### config.mk
export PLATFORM = sky130hd
export DESIGN_NAME = flash_dev_end_flat
export DESIGN_NICKNAME = d
export VERILOG_FILES = /design/src/hw/flash_seq_pkg.sv /design/src/hw/flash_bus_if.sv /design/src/hw/part_mode.sv /design/src/hw/flash_dev_end.sv /design/src/flat_wrapper.sv
export SDC_FILE = /design/constraint.sdc
export NUM_CORES = 2
export LEC_CHECK = 0
export ABC_AREA = 1
export CORE_MARGIN = 1
export CORE_UTILIZATION = 30
export DETAILED_ROUTE_END_ITERATION = 12
export DONT_BUFFER_PORTS = 1
export GPL_ROUTABILITY_DRIVEN = 0
export SLEW_MARGIN = 0
export SYNTH_ARGS = -nofsm -noshare
export SYNTH_HDL_FRONTEND = slang
export SYNTH_SLANG_ARGS = --single-unit
### constraint.sdc
create_clock -name core_clk -period 8.4 [get_ports core_clk]
set_clock_uncertainty 0.2 [all_clocks]
set_input_delay 2.52 -clock core_clk [delete_from_list [all_inputs] [get_ports core_clk]]
set_output_delay 2.52 -clock core_clk [all_outputs]
set_load 0.01 [all_outputs]
### src/hw/flash_seq_pkg.sv
// Shared constants and types for the flash command sequencer and its host controller.
// Assumes one clock, core_clk at 125 MHz, and a synchronous active-low reset.
// Summary of operation
// - Supply out of range sets status bit 3.
// - Failed program verify sets status bit 4.
// - Locked block target sets bit 1, aborts.
// - Only clear-status command clears bits 1,3,4.
// - Host clears status before retrying after error.
// - Code 70h selects status read in partition.
// - B0h during program suspends it, any address.
// - Host suspends erase with B0h in partition.
// - Status output refreshes only on new read; status_word port refreshes each cycle.
// - Status bit 7 shows engine ready or busy.
// - Bit 2 shows program suspended, else completed.
// - Bit 6 shows erase suspended, else completed.
// - Program suspended: read other blocks after FFh.
// - Erase suspended: read or program other blocks.
// - D0h at suspended block resumes the program.
// - D0h at any address resumes the erase.
// - Protection program: C0h setup, then data write.
// - Protection address out of space gives error.
// - Host checks errors per program or batch.
// - Host writes FFh after last program.
// - Only one program or erase active.
// - Each partition keeps its read mode.
// - Engine decisions ignore partition read modes.
`default_nettype none

package flash_seq_pkg;
  // Bus and array geometry.
  localparam int DATA_W = 16;
  localparam int ADDR_W = 6;
  localparam int NUM_PART = 4;
  localparam int PART_LSB = 4;
  localparam int BLK_LSB = 3;
  localparam int NUM_BLK = 8;
  localparam int ARR_WORDS = 64;
  localparam int OTP_WORDS = 4;
  localparam int OTP_IDX_W = 2;
  // Command codes carried in the low byte of a write.
  localparam logic [7:0] CMD_READ_ARRAY = 8'hFF;
  localparam logic [7:0] CMD_PROG = 8'h40;
  localparam logic [7:0] CMD_PROG_ALT = 8'h10;
  localparam logic [7:0] CMD_ERASE = 8'h20;
  localparam logic [7:0] CMD_CONFIRM = 8'hD0;
  localparam logic [7:0] CMD_SUSPEND = 8'hB0;
  localparam logic [7:0] CMD_STATUS = 8'h70;
  localparam logic [7:0] CMD_CLEAR = 8'h50;
  localparam logic [7:0] CMD_ID = 8'h90;
  localparam logic [7:0] CMD_QUERY = 8'h98;
  localparam logic [7:0] CMD_OTP = 8'hC0;
  // Status word bit positions.
  localparam int SR_READY = 7;
  localparam int SR_ERASE_SUSP = 6;
  localparam int SR_PROG_ERR = 4;
  localparam int SR_VPP_ERR = 3;
  localparam int SR_PROG_SUSP = 2;
  localparam int SR_LOCK_ERR = 1;
  // Internal operation durations in core_clk cycles.
  localparam int CNT_W = 6;
  localparam logic [5:0] PROG_CYCLES = 6'h08;
  localparam logic [5:0] ERASE_CYCLES = 6'h20;
  // Status word shown after reset: engine ready, no flags.
  localparam logic [7:0] STATUS_RESET = 8'h80;
  // Identifier and query answers; the values are arbitrary.
  localparam logic [15:0] ID_WORD = 16'h0A5A;
  localparam logic [15:0] QUERY_WORD = 16'h00C3;
  // Host controller register offsets and fields.
  localparam int SW_ADDR_W = 5;
  localparam logic [4:0] HREG_ADDR = 5'h00;
  localparam logic [4:0] HREG_DATA = 5'h04;
  localparam logic [4:0] HREG_GO = 5'h08;
  localparam logic [4:0] HREG_RESULT = 5'h0C;
  localparam logic [4:0] HREG_STAT = 5'h10;
  localparam int GO_WRITE = 0;
  localparam int GO_READ = 1;
  localparam int STAT_ERR_PEND = 0;
  localparam int STAT_REFUSED = 1;
  localparam int STAT_STATUS_MODE = 2;

  // Output mode of one partition.
  typedef enum logic [1:0] {
    MODE_ARRAY = 2'h0,
    MODE_ID = 2'h1,
    MODE_QUERY = 2'h2,
    MODE_STATUS = 2'h3
  } read_mode_t;

  // Write state engine activity.
  typedef enum logic [2:0] {
    ENG_READY = 3'h1,
    ENG_PROG = 3'h2,
    ENG_ERASE = 3'h4
  } eng_state_t;

  // Pending first half of a two-write command.
  typedef enum logic [3:0] {
    SET_NONE = 4'h1,
    SET_PROG = 4'h2,
    SET_ERASE = 4'h4,
    SET_OTP = 4'h8
  } setup_t;
endpackage : flash_seq_pkg

`default_nettype wire

### src/hw/flash_bus_if.sv
// Command and data bus between the flash controller and the flash sequencer.
// Assumes both ends run on core_clk; every strobe is one cycle long.
`default_nettype none

interface flash_bus_if;
  // Write strobe: wdata carries a command or program data for addr.
  logic wr_en;
  // Read strobe: the device answers on rdata in the next cycle.
  logic rd_en;
  // Word address; the top bits select partition and block.
  logic [flash_seq_pkg::ADDR_W-1:0] addr;
  // Write data.
  logic [flash_seq_pkg::DATA_W-1:0] wdata;
  // Read data, registered in the device.
  logic [flash_seq_pkg::DATA_W-1:0] rdata;

  modport dev (input wr_en, input rd_en, input addr, input wdata, output rdata);
  modport host (output wr_en, output rd_en, output addr, output wdata, input rdata);
endinterface : flash_bus_if

`default_nettype wire

### src/hw/part_mode.sv
// Read-mode holder for one partition of the flash sequencer.
// Assumes set and mode come from logic on core_clk.
`default_nettype none

module part_mode (
  input wire logic core_clk,
  input wire logic rst_b,
  input wire logic set,
  input wire flash_seq_pkg::read_mode_t mode,
  output flash_seq_pkg::read_mode_t mode_ff
);
  // The whole state of the holder.
  typedef struct packed {
    flash_seq_pkg::read_mode_t mode;
  } part_st_t;

  part_st_t st_ff;
  part_st_t nxt_st;

  // The mode changes only on a new command to this partition.
  always_comb begin
    nxt_st = st_ff;
    if (set) begin
      nxt_st.mode = mode;
    end
  end

  // Register the state; a partition starts in array mode.
  always_ff @(posedge core_clk) begin
    if (!rst_b) begin
      st_ff.mode <= flash_seq_pkg::MODE_ARRAY;
    end else begin
      st_ff <= nxt_st;
    end
  end

  assign mode_ff = st_ff.mode;
endmodule : part_mode

`default_nettype wire

### src/hw/flash_dev_end.sv
// Flash command sequencer: decodes bus commands, runs program, erase and
// protection-area program, handles suspend and resume and drives the status word.
// Assumes the bus comes from logic on core_clk and vpp_ok and lock_mask are
// same-clock levels.
`default_nettype none

module flash_dev_end (
  input wire logic core_clk,
  input wire logic rst_b,
  flash_bus_if.dev bus,
  input wire logic vpp_ok,
  input wire logic [flash_seq_pkg::NUM_BLK-1:0] lock_mask,
  output logic eng_ready,
  output logic [7:0] status_word
);
  // The whole state of the sequencer.
  typedef struct packed {
    flash_seq_pkg::eng_state_t eng;                                   // Engine activity.
    flash_seq_pkg::setup_t setup;                                     // First half of a command.
    logic [flash_seq_pkg::CNT_W-1:0] cnt;                             // Cycles left of the operation.
    logic [flash_seq_pkg::ADDR_W-1:0] op_addr;                        // Program target.
    logic [flash_seq_pkg::DATA_W-1:0] op_data;                        // Program data.
    logic op_otp;                                                     // Program goes to protection area.
    logic [flash_seq_pkg::ADDR_W-1:0] ers_addr;                       // Address inside erased block.
    logic prog_susp;                                                  // Program is suspended.
    logic erase_susp;                                                 // Erase is suspended.
    logic err_vpp;                                                    // Supply error flag.
    logic err_prog;                                                   // Program error flag.
    logic err_lock;                                                   // Locked block flag.
    logic ready;                                                      // Copy of engine ready.
    logic [7:0] status;                                               // Copy of the status word.
    logic [flash_seq_pkg::DATA_W-1:0] rdata;                          // Read answer.
    logic [flash_seq_pkg::OTP_WORDS-1:0][flash_seq_pkg::DATA_W-1:0] otp;  // Protection area.
    logic [flash_seq_pkg::ARR_WORDS-1:0][flash_seq_pkg::DATA_W-1:0] arr;  // Main array.
  } dev_t;

  dev_t dev_ff;
  dev_t nxt_dev;

  // Per-partition mode update strobes and the mode to load.
  logic [flash_seq_pkg::NUM_PART-1:0] mode_set;
  flash_seq_pkg::read_mode_t mode_val;
  flash_seq_pkg::read_mode_t part_mode_q [flash_seq_pkg::NUM_PART];

  // One mode holder for each partition.
  for (genvar p = 0; p < flash_seq_pkg::NUM_PART; p++) begin : g_part
    part_mode u_mode (
      .core_clk(core_clk),
      .rst_b(rst_b),
      .set(mode_set[p]),
      .mode(mode_val),
      .mode_ff(part_mode_q[p])
    );
  end

  // Status word built from live state.
  logic [7:0] sr_now;
  always_comb begin
    sr_now = 8'h00;
    sr_now[flash_seq_pkg::SR_READY] = (dev_ff.eng == flash_seq_pkg::ENG_READY);
    sr_now[flash_seq_pkg::SR_ERASE_SUSP] = dev_ff.erase_susp;
    sr_now[flash_seq_pkg::SR_PROG_ERR] = dev_ff.err_prog;
    sr_now[flash_seq_pkg::SR_VPP_ERR] = dev_ff.err_vpp;
    sr_now[flash_seq_pkg::SR_PROG_SUSP] = dev_ff.prog_susp;
    sr_now[flash_seq_pkg::SR_LOCK_ERR] = dev_ff.err_lock;
  end

  // Decoded fields of the current bus write.
  logic [7:0] cmd;
  logic [1:0] part;
  logic [2:0] blk;
  assign cmd = bus.wdata[7:0];
  assign part = bus.addr[flash_seq_pkg::ADDR_W-1:flash_seq_pkg::PART_LSB];
  assign blk = bus.addr[flash_seq_pkg::ADDR_W-1:flash_seq_pkg::BLK_LSB];

  // Next state: clear, engine step, command decode, read answer.
  always_comb begin
    logic [flash_seq_pkg::DATA_W-1:0] merged;
    logic idle_cmd;
    nxt_dev = dev_ff;
    mode_set = '0;
    mode_val = flash_seq_pkg::MODE_ARRAY;
    merged = '0;
    idle_cmd = bus.wr_en && (dev_ff.setup == flash_seq_pkg::SET_NONE);
    // Clearing goes first so that an error raised this cycle survives it.
    if (idle_cmd && cmd == flash_seq_pkg::CMD_CLEAR) begin
      nxt_dev.err_vpp = 1'b0;
      nxt_dev.err_prog = 1'b0;
      nxt_dev.err_lock = 1'b0;
    end
    // The engine advances on its own state only, never on any read mode.
    unique case (dev_ff.eng)
      flash_seq_pkg::ENG_PROG: begin
        if (dev_ff.cnt == '0) begin
          // Programming only clears bits, so a 1 over a 0 fails verify.
          if (dev_ff.op_otp) begin
            merged = dev_ff.otp[dev_ff.op_addr[flash_seq_pkg::OTP_IDX_W-1:0]] & dev_ff.op_data;
            nxt_dev.otp[dev_ff.op_addr[flash_seq_pkg::OTP_IDX_W-1:0]] = merged;
          end else begin
            merged = dev_ff.arr[dev_ff.op_addr] & dev_ff.op_data;
            nxt_dev.arr[dev_ff.op_addr] = merged;
          end
          if (merged != dev_ff.op_data) begin
            nxt_dev.err_prog = 1'b1;
          end
          nxt_dev.eng = flash_seq_pkg::ENG_READY;
        end else begin
          nxt_dev.cnt = dev_ff.cnt - 1'b1;
        end
      end
      flash_seq_pkg::ENG_ERASE: begin
        if (dev_ff.cnt == '0) begin
          for (int w = 0; w < flash_seq_pkg::ARR_WORDS; w++) begin
            if ((flash_seq_pkg::ADDR_W'(w) >> flash_seq_pkg::BLK_LSB) ==
                (dev_ff.ers_addr >> flash_seq_pkg::BLK_LSB)) begin
              nxt_dev.arr[w] = '1;
            end
          end
          nxt_dev.eng = flash_seq_pkg::ENG_READY;
        end else begin
          nxt_dev.cnt = dev_ff.cnt - 1'b1;
        end
      end
      flash_seq_pkg::ENG_READY: begin
        nxt_dev.eng = flash_seq_pkg::ENG_READY;
      end
      default: begin
        nxt_dev.eng = flash_seq_pkg::ENG_READY;
      end
    endcase
    // Second write of a two-write command.
    if (bus.wr_en && dev_ff.setup != flash_seq_pkg::SET_NONE) begin
      nxt_dev.setup = flash_seq_pkg::SET_NONE;
      if (dev_ff.setup == flash_seq_pkg::SET_OTP &&
          bus.addr >= flash_seq_pkg::ADDR_W'(flash_seq_pkg::OTP_WORDS)) begin
        nxt_dev.err_prog = 1'b1;
      end else if (dev_ff.setup == flash_seq_pkg::SET_ERASE && cmd != flash_seq_pkg::CMD_CONFIRM) begin
        // A setup without confirm is dropped with no effect.
        nxt_dev.setup = flash_seq_pkg::SET_NONE;
      end else if (!vpp_ok) begin
        nxt_dev.err_vpp = 1'b1;
      end else if (dev_ff.setup != flash_seq_pkg::SET_OTP && lock_mask[blk]) begin
        nxt_dev.err_lock = 1'b1;
      end else if (dev_ff.setup == flash_seq_pkg::SET_ERASE) begin
        nxt_dev.eng = flash_seq_pkg::ENG_ERASE;
        nxt_dev.ers_addr = bus.addr;
        nxt_dev.cnt = flash_seq_pkg::ERASE_CYCLES - 1'b1;
      end else begin
        nxt_dev.eng = flash_seq_pkg::ENG_PROG;
        nxt_dev.op_addr = bus.addr;
        nxt_dev.op_data = bus.wdata;
        nxt_dev.op_otp = (dev_ff.setup == flash_seq_pkg::SET_OTP);
        nxt_dev.cnt = flash_seq_pkg::PROG_CYCLES - 1'b1;
      end
    end else if (idle_cmd) begin
      unique case (cmd)
        flash_seq_pkg::CMD_READ_ARRAY: begin
          mode_set[part] = 1'b1;
          mode_val = flash_seq_pkg::MODE_ARRAY;
        end
        flash_seq_pkg::CMD_STATUS: begin
          mode_set[part] = 1'b1;
          mode_val = flash_seq_pkg::MODE_STATUS;
        end
        flash_seq_pkg::CMD_ID: begin
          mode_set[part] = 1'b1;
          mode_val = flash_seq_pkg::MODE_ID;
        end
        flash_seq_pkg::CMD_QUERY: begin
          mode_set[part] = 1'b1;
          mode_val = flash_seq_pkg::MODE_QUERY;
        end
        flash_seq_pkg::CMD_PROG, flash_seq_pkg::CMD_PROG_ALT, flash_seq_pkg::CMD_OTP: begin
          // A 40h or 10h program may start during an erase suspend, never beside a live operation.
          if (nxt_dev.eng == flash_seq_pkg::ENG_READY && !dev_ff.prog_susp &&
              !(cmd == flash_seq_pkg::CMD_OTP && dev_ff.erase_susp)) begin
            nxt_dev.setup = (cmd == flash_seq_pkg::CMD_OTP) ? flash_seq_pkg::SET_OTP
                                                             : flash_seq_pkg::SET_PROG;
            mode_set[part] = 1'b1;
            mode_val = flash_seq_pkg::MODE_STATUS;
          end
        end
        flash_seq_pkg::CMD_ERASE: begin
          if (nxt_dev.eng == flash_seq_pkg::ENG_READY && !dev_ff.prog_susp && !dev_ff.erase_susp) begin
            nxt_dev.setup = flash_seq_pkg::SET_ERASE;
            mode_set[part] = 1'b1;
            mode_val = flash_seq_pkg::MODE_STATUS;
          end
        end
        flash_seq_pkg::CMD_SUSPEND: begin
          // An operation finishing this cycle counts as completed, not suspended.
          if (nxt_dev.eng == flash_seq_pkg::ENG_PROG) begin
            nxt_dev.prog_susp = 1'b1;
            nxt_dev.eng = flash_seq_pkg::ENG_READY;
          end else if (nxt_dev.eng == flash_seq_pkg::ENG_ERASE) begin
            nxt_dev.erase_susp = 1'b1;
            nxt_dev.eng = flash_seq_pkg::ENG_READY;
          end
        end
        flash_seq_pkg::CMD_CONFIRM: begin
          // A suspended program resumes before a suspended erase.
          if (dev_ff.prog_susp) begin
            nxt_dev.prog_susp = 1'b0;
            nxt_dev.eng = flash_seq_pkg::ENG_PROG;
          end else if (dev_ff.erase_susp && nxt_dev.eng == flash_seq_pkg::ENG_READY) begin
            nxt_dev.erase_susp = 1'b0;
            nxt_dev.eng = flash_seq_pkg::ENG_ERASE;
          end
          // With nothing suspended the resume is ignored.
        end
        default: begin
          nxt_dev.setup = flash_seq_pkg::SET_NONE;
        end
      endcase
    end
    // A read latches one answer and holds it until the next read.
    if (bus.rd_en) begin
      unique case (part_mode_q[bus.addr[flash_seq_pkg::ADDR_W-1:flash_seq_pkg::PART_LSB]])
        flash_seq_pkg::MODE_ARRAY: nxt_dev.rdata = dev_ff.arr[bus.addr];
        flash_seq_pkg::MODE_ID: begin
          nxt_dev.rdata = (bus.addr < flash_seq_pkg::ADDR_W'(flash_seq_pkg::OTP_WORDS))
                          ? dev_ff.otp[bus.addr[flash_seq_pkg::OTP_IDX_W-1:0]] : flash_seq_pkg::ID_WORD;
        end
        flash_seq_pkg::MODE_QUERY: nxt_dev.rdata = flash_seq_pkg::QUERY_WORD;
        flash_seq_pkg::MODE_STATUS: nxt_dev.rdata = {8'h00, sr_now};
        default: nxt_dev.rdata = '0;
      endcase
    end
    nxt_dev.ready = (nxt_dev.eng == flash_seq_pkg::ENG_READY);
    nxt_dev.status = sr_now;
  end

  // Register the state; the array and protection area start erased.
  always_ff @(posedge core_clk) begin
    if (!rst_b) begin
      dev_ff <= '0;
      dev_ff.eng <= flash_seq_pkg::ENG_READY;
      dev_ff.setup <= flash_seq_pkg::SET_NONE;
      dev_ff.ready <= 1'b1;
      dev_ff.status <= flash_seq_pkg::STATUS_RESET;
      dev_ff.otp <= '1;
      dev_ff.arr <= '1;
    end else begin
      dev_ff <= nxt_dev;
    end
  end

  assign bus.rdata = dev_ff.rdata;
  assign eng_ready = dev_ff.ready;
  assign status_word = dev_ff.status;
endmodule : flash_dev_end

`default_nettype wire

### src/flat_wrapper.sv
// flat-port wrapper written by rule: the top's interface ports become plain ports
module flash_dev_end_flat 
  (core_clk, rst_b, vpp_ok, lock_mask, eng_ready, status_word, bus_wr_en, bus_rd_en, bus_addr, bus_wdata, bus_rdata);
  flash_bus_if bus_i ();
  input wire logic core_clk;
  input wire logic rst_b;
  input wire logic vpp_ok;
  input wire logic [flash_seq_pkg::NUM_BLK-1:0] lock_mask;
  output logic eng_ready;
  output logic [7:0] status_word;
  input wire logic [$bits(bus_i.wr_en)-1:0] bus_wr_en;
  input wire logic [$bits(bus_i.rd_en)-1:0] bus_rd_en;
  input wire logic [$bits(bus_i.addr)-1:0] bus_addr;
  input wire logic [$bits(bus_i.wdata)-1:0] bus_wdata;
  output wire logic [$bits(bus_i.rdata)-1:0] bus_rdata;
  assign bus_i.wr_en = bus_wr_en;
  assign bus_i.rd_en = bus_rd_en;
  assign bus_i.addr = bus_addr;
  assign bus_i.wdata = bus_wdata;
  assign bus_rdata = bus_i.rdata;
  flash_dev_end u_core (.core_clk(core_clk), .rst_b(rst_b), .bus(bus_i), .vpp_ok(vpp_ok), .lock_mask(lock_mask), .eng_ready(eng_ready), .status_word(status_word));
endmodule
Word-level counts from Yosys, hierarchy flattened
Index checks and enable logic that the tools add are counted.
- bits in registers: 1168
- output and inout bits: 25
- logic and storage cells: 299
- add/subtract/negate cells: 1
- $lt $le $gt $ge: 12
- equality and inequality tests: 54
- mux-type cells: 95
- bitwise logic cells: 8
- reduce and logical (&&, ||, !) cells: 41
- operators with widths (cell ; number):
    1024-bit two-way mux ; 2
    1024-bit case mux with 2 select lines ; 1
    1088-bit two-way mux ; 1
    1024-bit bitwise mux ; 1
    16-bit two-way mux ; 18
    16-bit binary-select mux with 6-bit select ; 2
    35-bit two-way mux ; 4
    16-bit demux with 6-bit select ; 1
    16-bit binary-select mux with 2-bit select ; 2
    64-bit bitwise mux ; 1
    64-bit two-way mux ; 1
    16-bit case mux with 4 select lines ; 1
    8-bit == test (second input constant) ; 6
    42-bit two-way mux ; 1
    5-bit AND reduction ; 8
    3-bit two-way mux ; 12
    16-bit bitwise AND ; 2
    16-bit demux with 2-bit select ; 1
    4-bit two-way mux ; 7
    2-bit by 1-bit inequality test with 1-bit output (second input constant) ; 14
    8-bit by 7-bit == test with 1-bit output (second input constant) ; 3
    4-bit case mux with 3 select lines ; 2
    23-bit two-way mux ; 1
    1-bit two-way mux ; 18
    53 further kinds ; 101

Logic depth before layout (Yosys ltp)
- depth after elaboration: 12
- gate-level depth with buffers: 21
- mapped depth without buffers: 18

Hierarchy
Synthesis repeated with hierarchy kept, for this count alone.
- cells, all modules: 9303
- area total of the unflattened synthesis: 60541.8 um^2
- modules (own cells, without submodules) (module ; instances ; cells each ; area each (um^2) ; seq. area each (um^2)):
    flash_dev_end ; 1 ; 9255 ; 60231.5 ; 23122.2
    part_mode ; 4 ; 12 ; 77.6 ; 40.0

Worst setup path after synthesis
No wires, ideal clock.
- kind: input -> register
- from: input bus_addr[0]
- to: register u_core.dev_ff, in the netlist u_core.bus.rdata[11]
- setup time: 122 ps
- arrival time: 4282 ps
- path slack: 3797 ps
- stages on the path: 11
- path buffers: 5
- path through: buf_2 > inv_2 > clkbuf_1 > clkbuf_1 > clkbuf_1 > clkbuf_1 > nand2_1 > o211ai_1 > nand3_1 > a21oi_1 > a21oi_1
- longest elaborated chain between the ends: 4
- elaborated cells on any way between the ends: 7
- ends and longest elaborated chain (what ; line ; RTL):
    from (decl) ; flat_wrapper.sv:13 ; input wire logic [$bits(bus_i.addr)-1:0] bus_addr;
    parallel branches: the longest is 3 deep, another holds 16-bit binary-select mux with 6-bit select ; - ;
    16-bit case mux with 4 select lines * ; flash_dev_end.sv:218 ; unique case (part_mode_q[bus.addr[flash_seq_pkg::ADDR_W-1:flash_seq_pkg::PART_LSB]])
    to (signal assigned) ; flash_dev_end.sv:244 ; dev_ff <= nxt_dev;
    to (decl) ; flash_dev_end.sv:37 ; dev_t dev_ff;
Mark *: on every way between the ends. The select of a mux whose other input is x is not followed.
A chain may end at the register's enable or synchronous reset.

Worst setup path in the final report
- from: input bus_addr[0]
- to: register u_core.dev_ff, in the netlist u_core.bus.rdata[2]
Same word-level chain as after synthesis.

==> results.tsv <==
metric	value	unit
crit_path_max_fanout	380	
yosys-top-cells-count	2292 x nand2_1, 1872 x nor2_1, 1163 x dfxtp_1	
totalWireLength	310500	µm
wl_per_cell	24.46	µm
p_per_area	188.2	nW/µm²
cts-resized-gates	0	
chipWidth	466.6	µm
multi_input_area	35590	µm²
synth_flop_cell	dfxtp_1	
ys_top_cells_by_area	dfxtp_1 36%, nand2_1 13%, nor2_1 11%, o22ai_1 10%, o21ai_0 6.4%	
num_rows	170	
dr.pass1.iters	7	
internal_power	9463	µW
yosys.area.top_type	dfxtp_1	
setup-tns-final	0	ns
ios	60	
area_growth	9.358	%
clock-sinks	1163	
yosys.cell_count.top_type	nand2_1	
seqPwrFrac	41.8	%
antenna_found_initial	6	
via_per_inst	5.823	
cp.arrival	7.33	ns
portBuffers	0	
clkPwrFrac	47.3	%
violations	max-slew violations	
max_cap_violations	0	
fin_nets	9780	
grt_pass1_vias	65760	
synth_top_cell_area_share	35.95	%
yosys.area_share.xor_xnor	0.01352	%
worst_pin_slew	1.924	ns
cp-end-kind	flip-flop	
layout-drive-gt1-share	5.580	%
leakagePower	0.03018	µW
ctsHtreeMaxLevel	4	
start_util	30.18	%
swShare	29.03	%
ys_warn_count	0	
vias	73930	
slew_violations	487	
cts_buffers	141	
syn_area_per_cell	6.251	µm²
die_y	466.6	µm
yosysUniqueCellTypes	42	
die-area	217800	µm²
synthAdderAreaFrac	0.01932	%
fillCellCount	23260	
required	8.89	ns
ys_seq_area_share	35.95	%
start_kind	primary input	
insertion_delay	0.84	ns
postLayoutCellArea	70830	µm²
syn_area	64770	µm²
placed_area	65970	µm²
finalSetupViolCount	0	
min-delay-path-class	flip-flop to flip-flop	
ys_seq_elements	1163	
synthCells	10360	
overflow	0	
outcome	complete, but fails checks	
p_sw	3871	µW
cts_setup_buffers	0	
hold_ws	0.2544	ns
grt_usage	27.34	%
dp_hpwl	182700	µm
ctsHoldBuffers	0	
min_period_over_period	81.47	%
drt_first_iter_violations	11960	
cts_tree	built	
drc	0	
synth-compound-area-share	23.57	%
clk_pin_slew_worst_paths	0.06	ns
rsz0062_at_grt	no	
synth_top_family_by_area	simple AND/OR/NAND/NOR gates	
cts_root_buf	clkbuf_16	
synth.area.mux_share	0	%
ys_async_sr_fraction	0	%
grt_pass1_wl	451400	µm
clock_path_buffers	3	
fmax	146.1	MHz
finalHoldViolCount	0	
synth-edff-count	0	
ir_worst_vdd	0.0002426	V
critical_path_class	primary input to flip-flop	
seqCellArea	23290	µm²
synthSimpleGateAreaFrac	31.04	%
fin_crit	6.843	ns
maxSlewHeadroom	-28.29	%
combPwrFrac	10.9	%
coreArea	214600	µm²
grt_max_degree	1138	
final_antenna_net_count	0	
[per-stage QoR]
stage	std cells	setup slack [ns]	util [%]	total power [µW]
after floorplan	10360	3.797	-	6532
after global placement	12430	2.473	30.74	6914
after detailed placement	12430	2.534	30.74	6913
after CTS	12690	2.950	32.91	13120
after global routing	12690	1.295	33.00	13610
final	12700	1.557	33.00	13330
[registers in the layout, indices dropped and copies added (netlist names)]
name / flops
u_core.dev_ff: 1132
u_core.status_word: 6
u_core.eng_ready: 1
u_core.g_part.u_mode.mode_ff: 8
u_core.bus.rdata: 16
[power by group through the flow]
| stage | Combinational (µW) | Clock [µW] | Sequential [µW] |
|---|---|---|---|
| CTS | 1220 | 6320 | 5570 |
| detailed placement | 1220 | 0 | 5690 |
| floorplan | 867 | 0 | 5670 |
| global route | 1490 | 6540 | 5570 |
| finish | 1450 | 6310 | 5570 |
| global placement | 1220 | 0 | 5690 |
[cell type report]
| type | instances | area share (%) |
|---|---|---|
| antenna | 2 | 0.007066 |
| clock buffer | 200 | 5.764 |
| clock inverter | 55 | 0.8197 |
| inverter | 622 | 3.337 |
| multi-input combinational | 7676 | 50.24 |
| sequential | 1163 | 32.89 |
| tap | 2838 | 5.013 |
| timing repair buffer | 140 | 1.929 |
[placed cells by master (no fill, tap or decap), types with 5 or more instances in the layout]
cell type   netlist  layout
nand2_1        2292    2278
nor2_1         1872    1867
dfxtp_1        1163    1159
o22ai_1        1081    1081
o21ai_0         831     831
inv_1           613     607
nand3_1         577     577
a21oi_1         543     543
clkbuf_16         0     143
buf_4            24     119
o211ai_1        115     115
nand2_2          72      74
nor3_1           74      73
nor2_2           64      66
nand4_1          49      49
clkinv_2          0      30
clkbuf_8          0      29
clkbuf_1        556      28
o221ai_1         19      19
a31oi_1          16      16
buf_12            0      14
nand2_4           0      12
a22oi_1          11      11
o21ai_4           0       8
a221oi_1          8       8
a211oi_1          7       7
a22o_1            7       7
clkinvlp_4        0       7
bufinv_16         0       7
buf_16            0       7
inv_6             0       6
o2111ai_1         6       6
clkinv_8          0       6
inv_2             6       5
[final timing paths]
kind	start	endpoint	slack (ns)	cells after the start
worst min register to register	u_core.g_part[2].u_mode.mode_ff[0]	u_core.g_part[2].u_mode.mode_ff[0]	0.25	2
worst min-delay path	u_core.g_part[2].u_mode.mode_ff[0]	u_core.g_part[2].u_mode.mode_ff[0]	0.25	2
worst max-delay path	bus_addr[0]	u_core.bus.rdata[2]	1.56	11
worst max register to register	u_core.dev_ff[1141]	u_core.dev_ff[794]	2.59	15
[cell families after synthesis]
group	after synthesis
simple gates	5007
buf+inv	1523
xor+xnor	1
compound gates	2665
other cells	1
fa+ha+maj	1
flops	1163
[worst max-delay path, cell delays in order]
cell,delay (ns)
buf_16,0.81
buf_16,0.67
inv_8,0.46
o21ai_0,0.32
o22ai_1,0.09
o211ai_1,0.60
o21ai_0,0.61
nand2_1,0.33
nand4_1,0.13
nand2_1,0.15
a31oi_1,0.09
[per-layer routing]
layer | vias up | track usage, % | part of all wire (%)
li1 | 33470 | - | -
met1 | 34090 | 35.15 | 38
met2 | 5228 | 39.53 | 41
met3 | 1129 | 7.517 | 13
met4 | 12 | 18.60 | 7.5
met5 | - | 0 | 0.026
(Power assumes the default switching activity.)
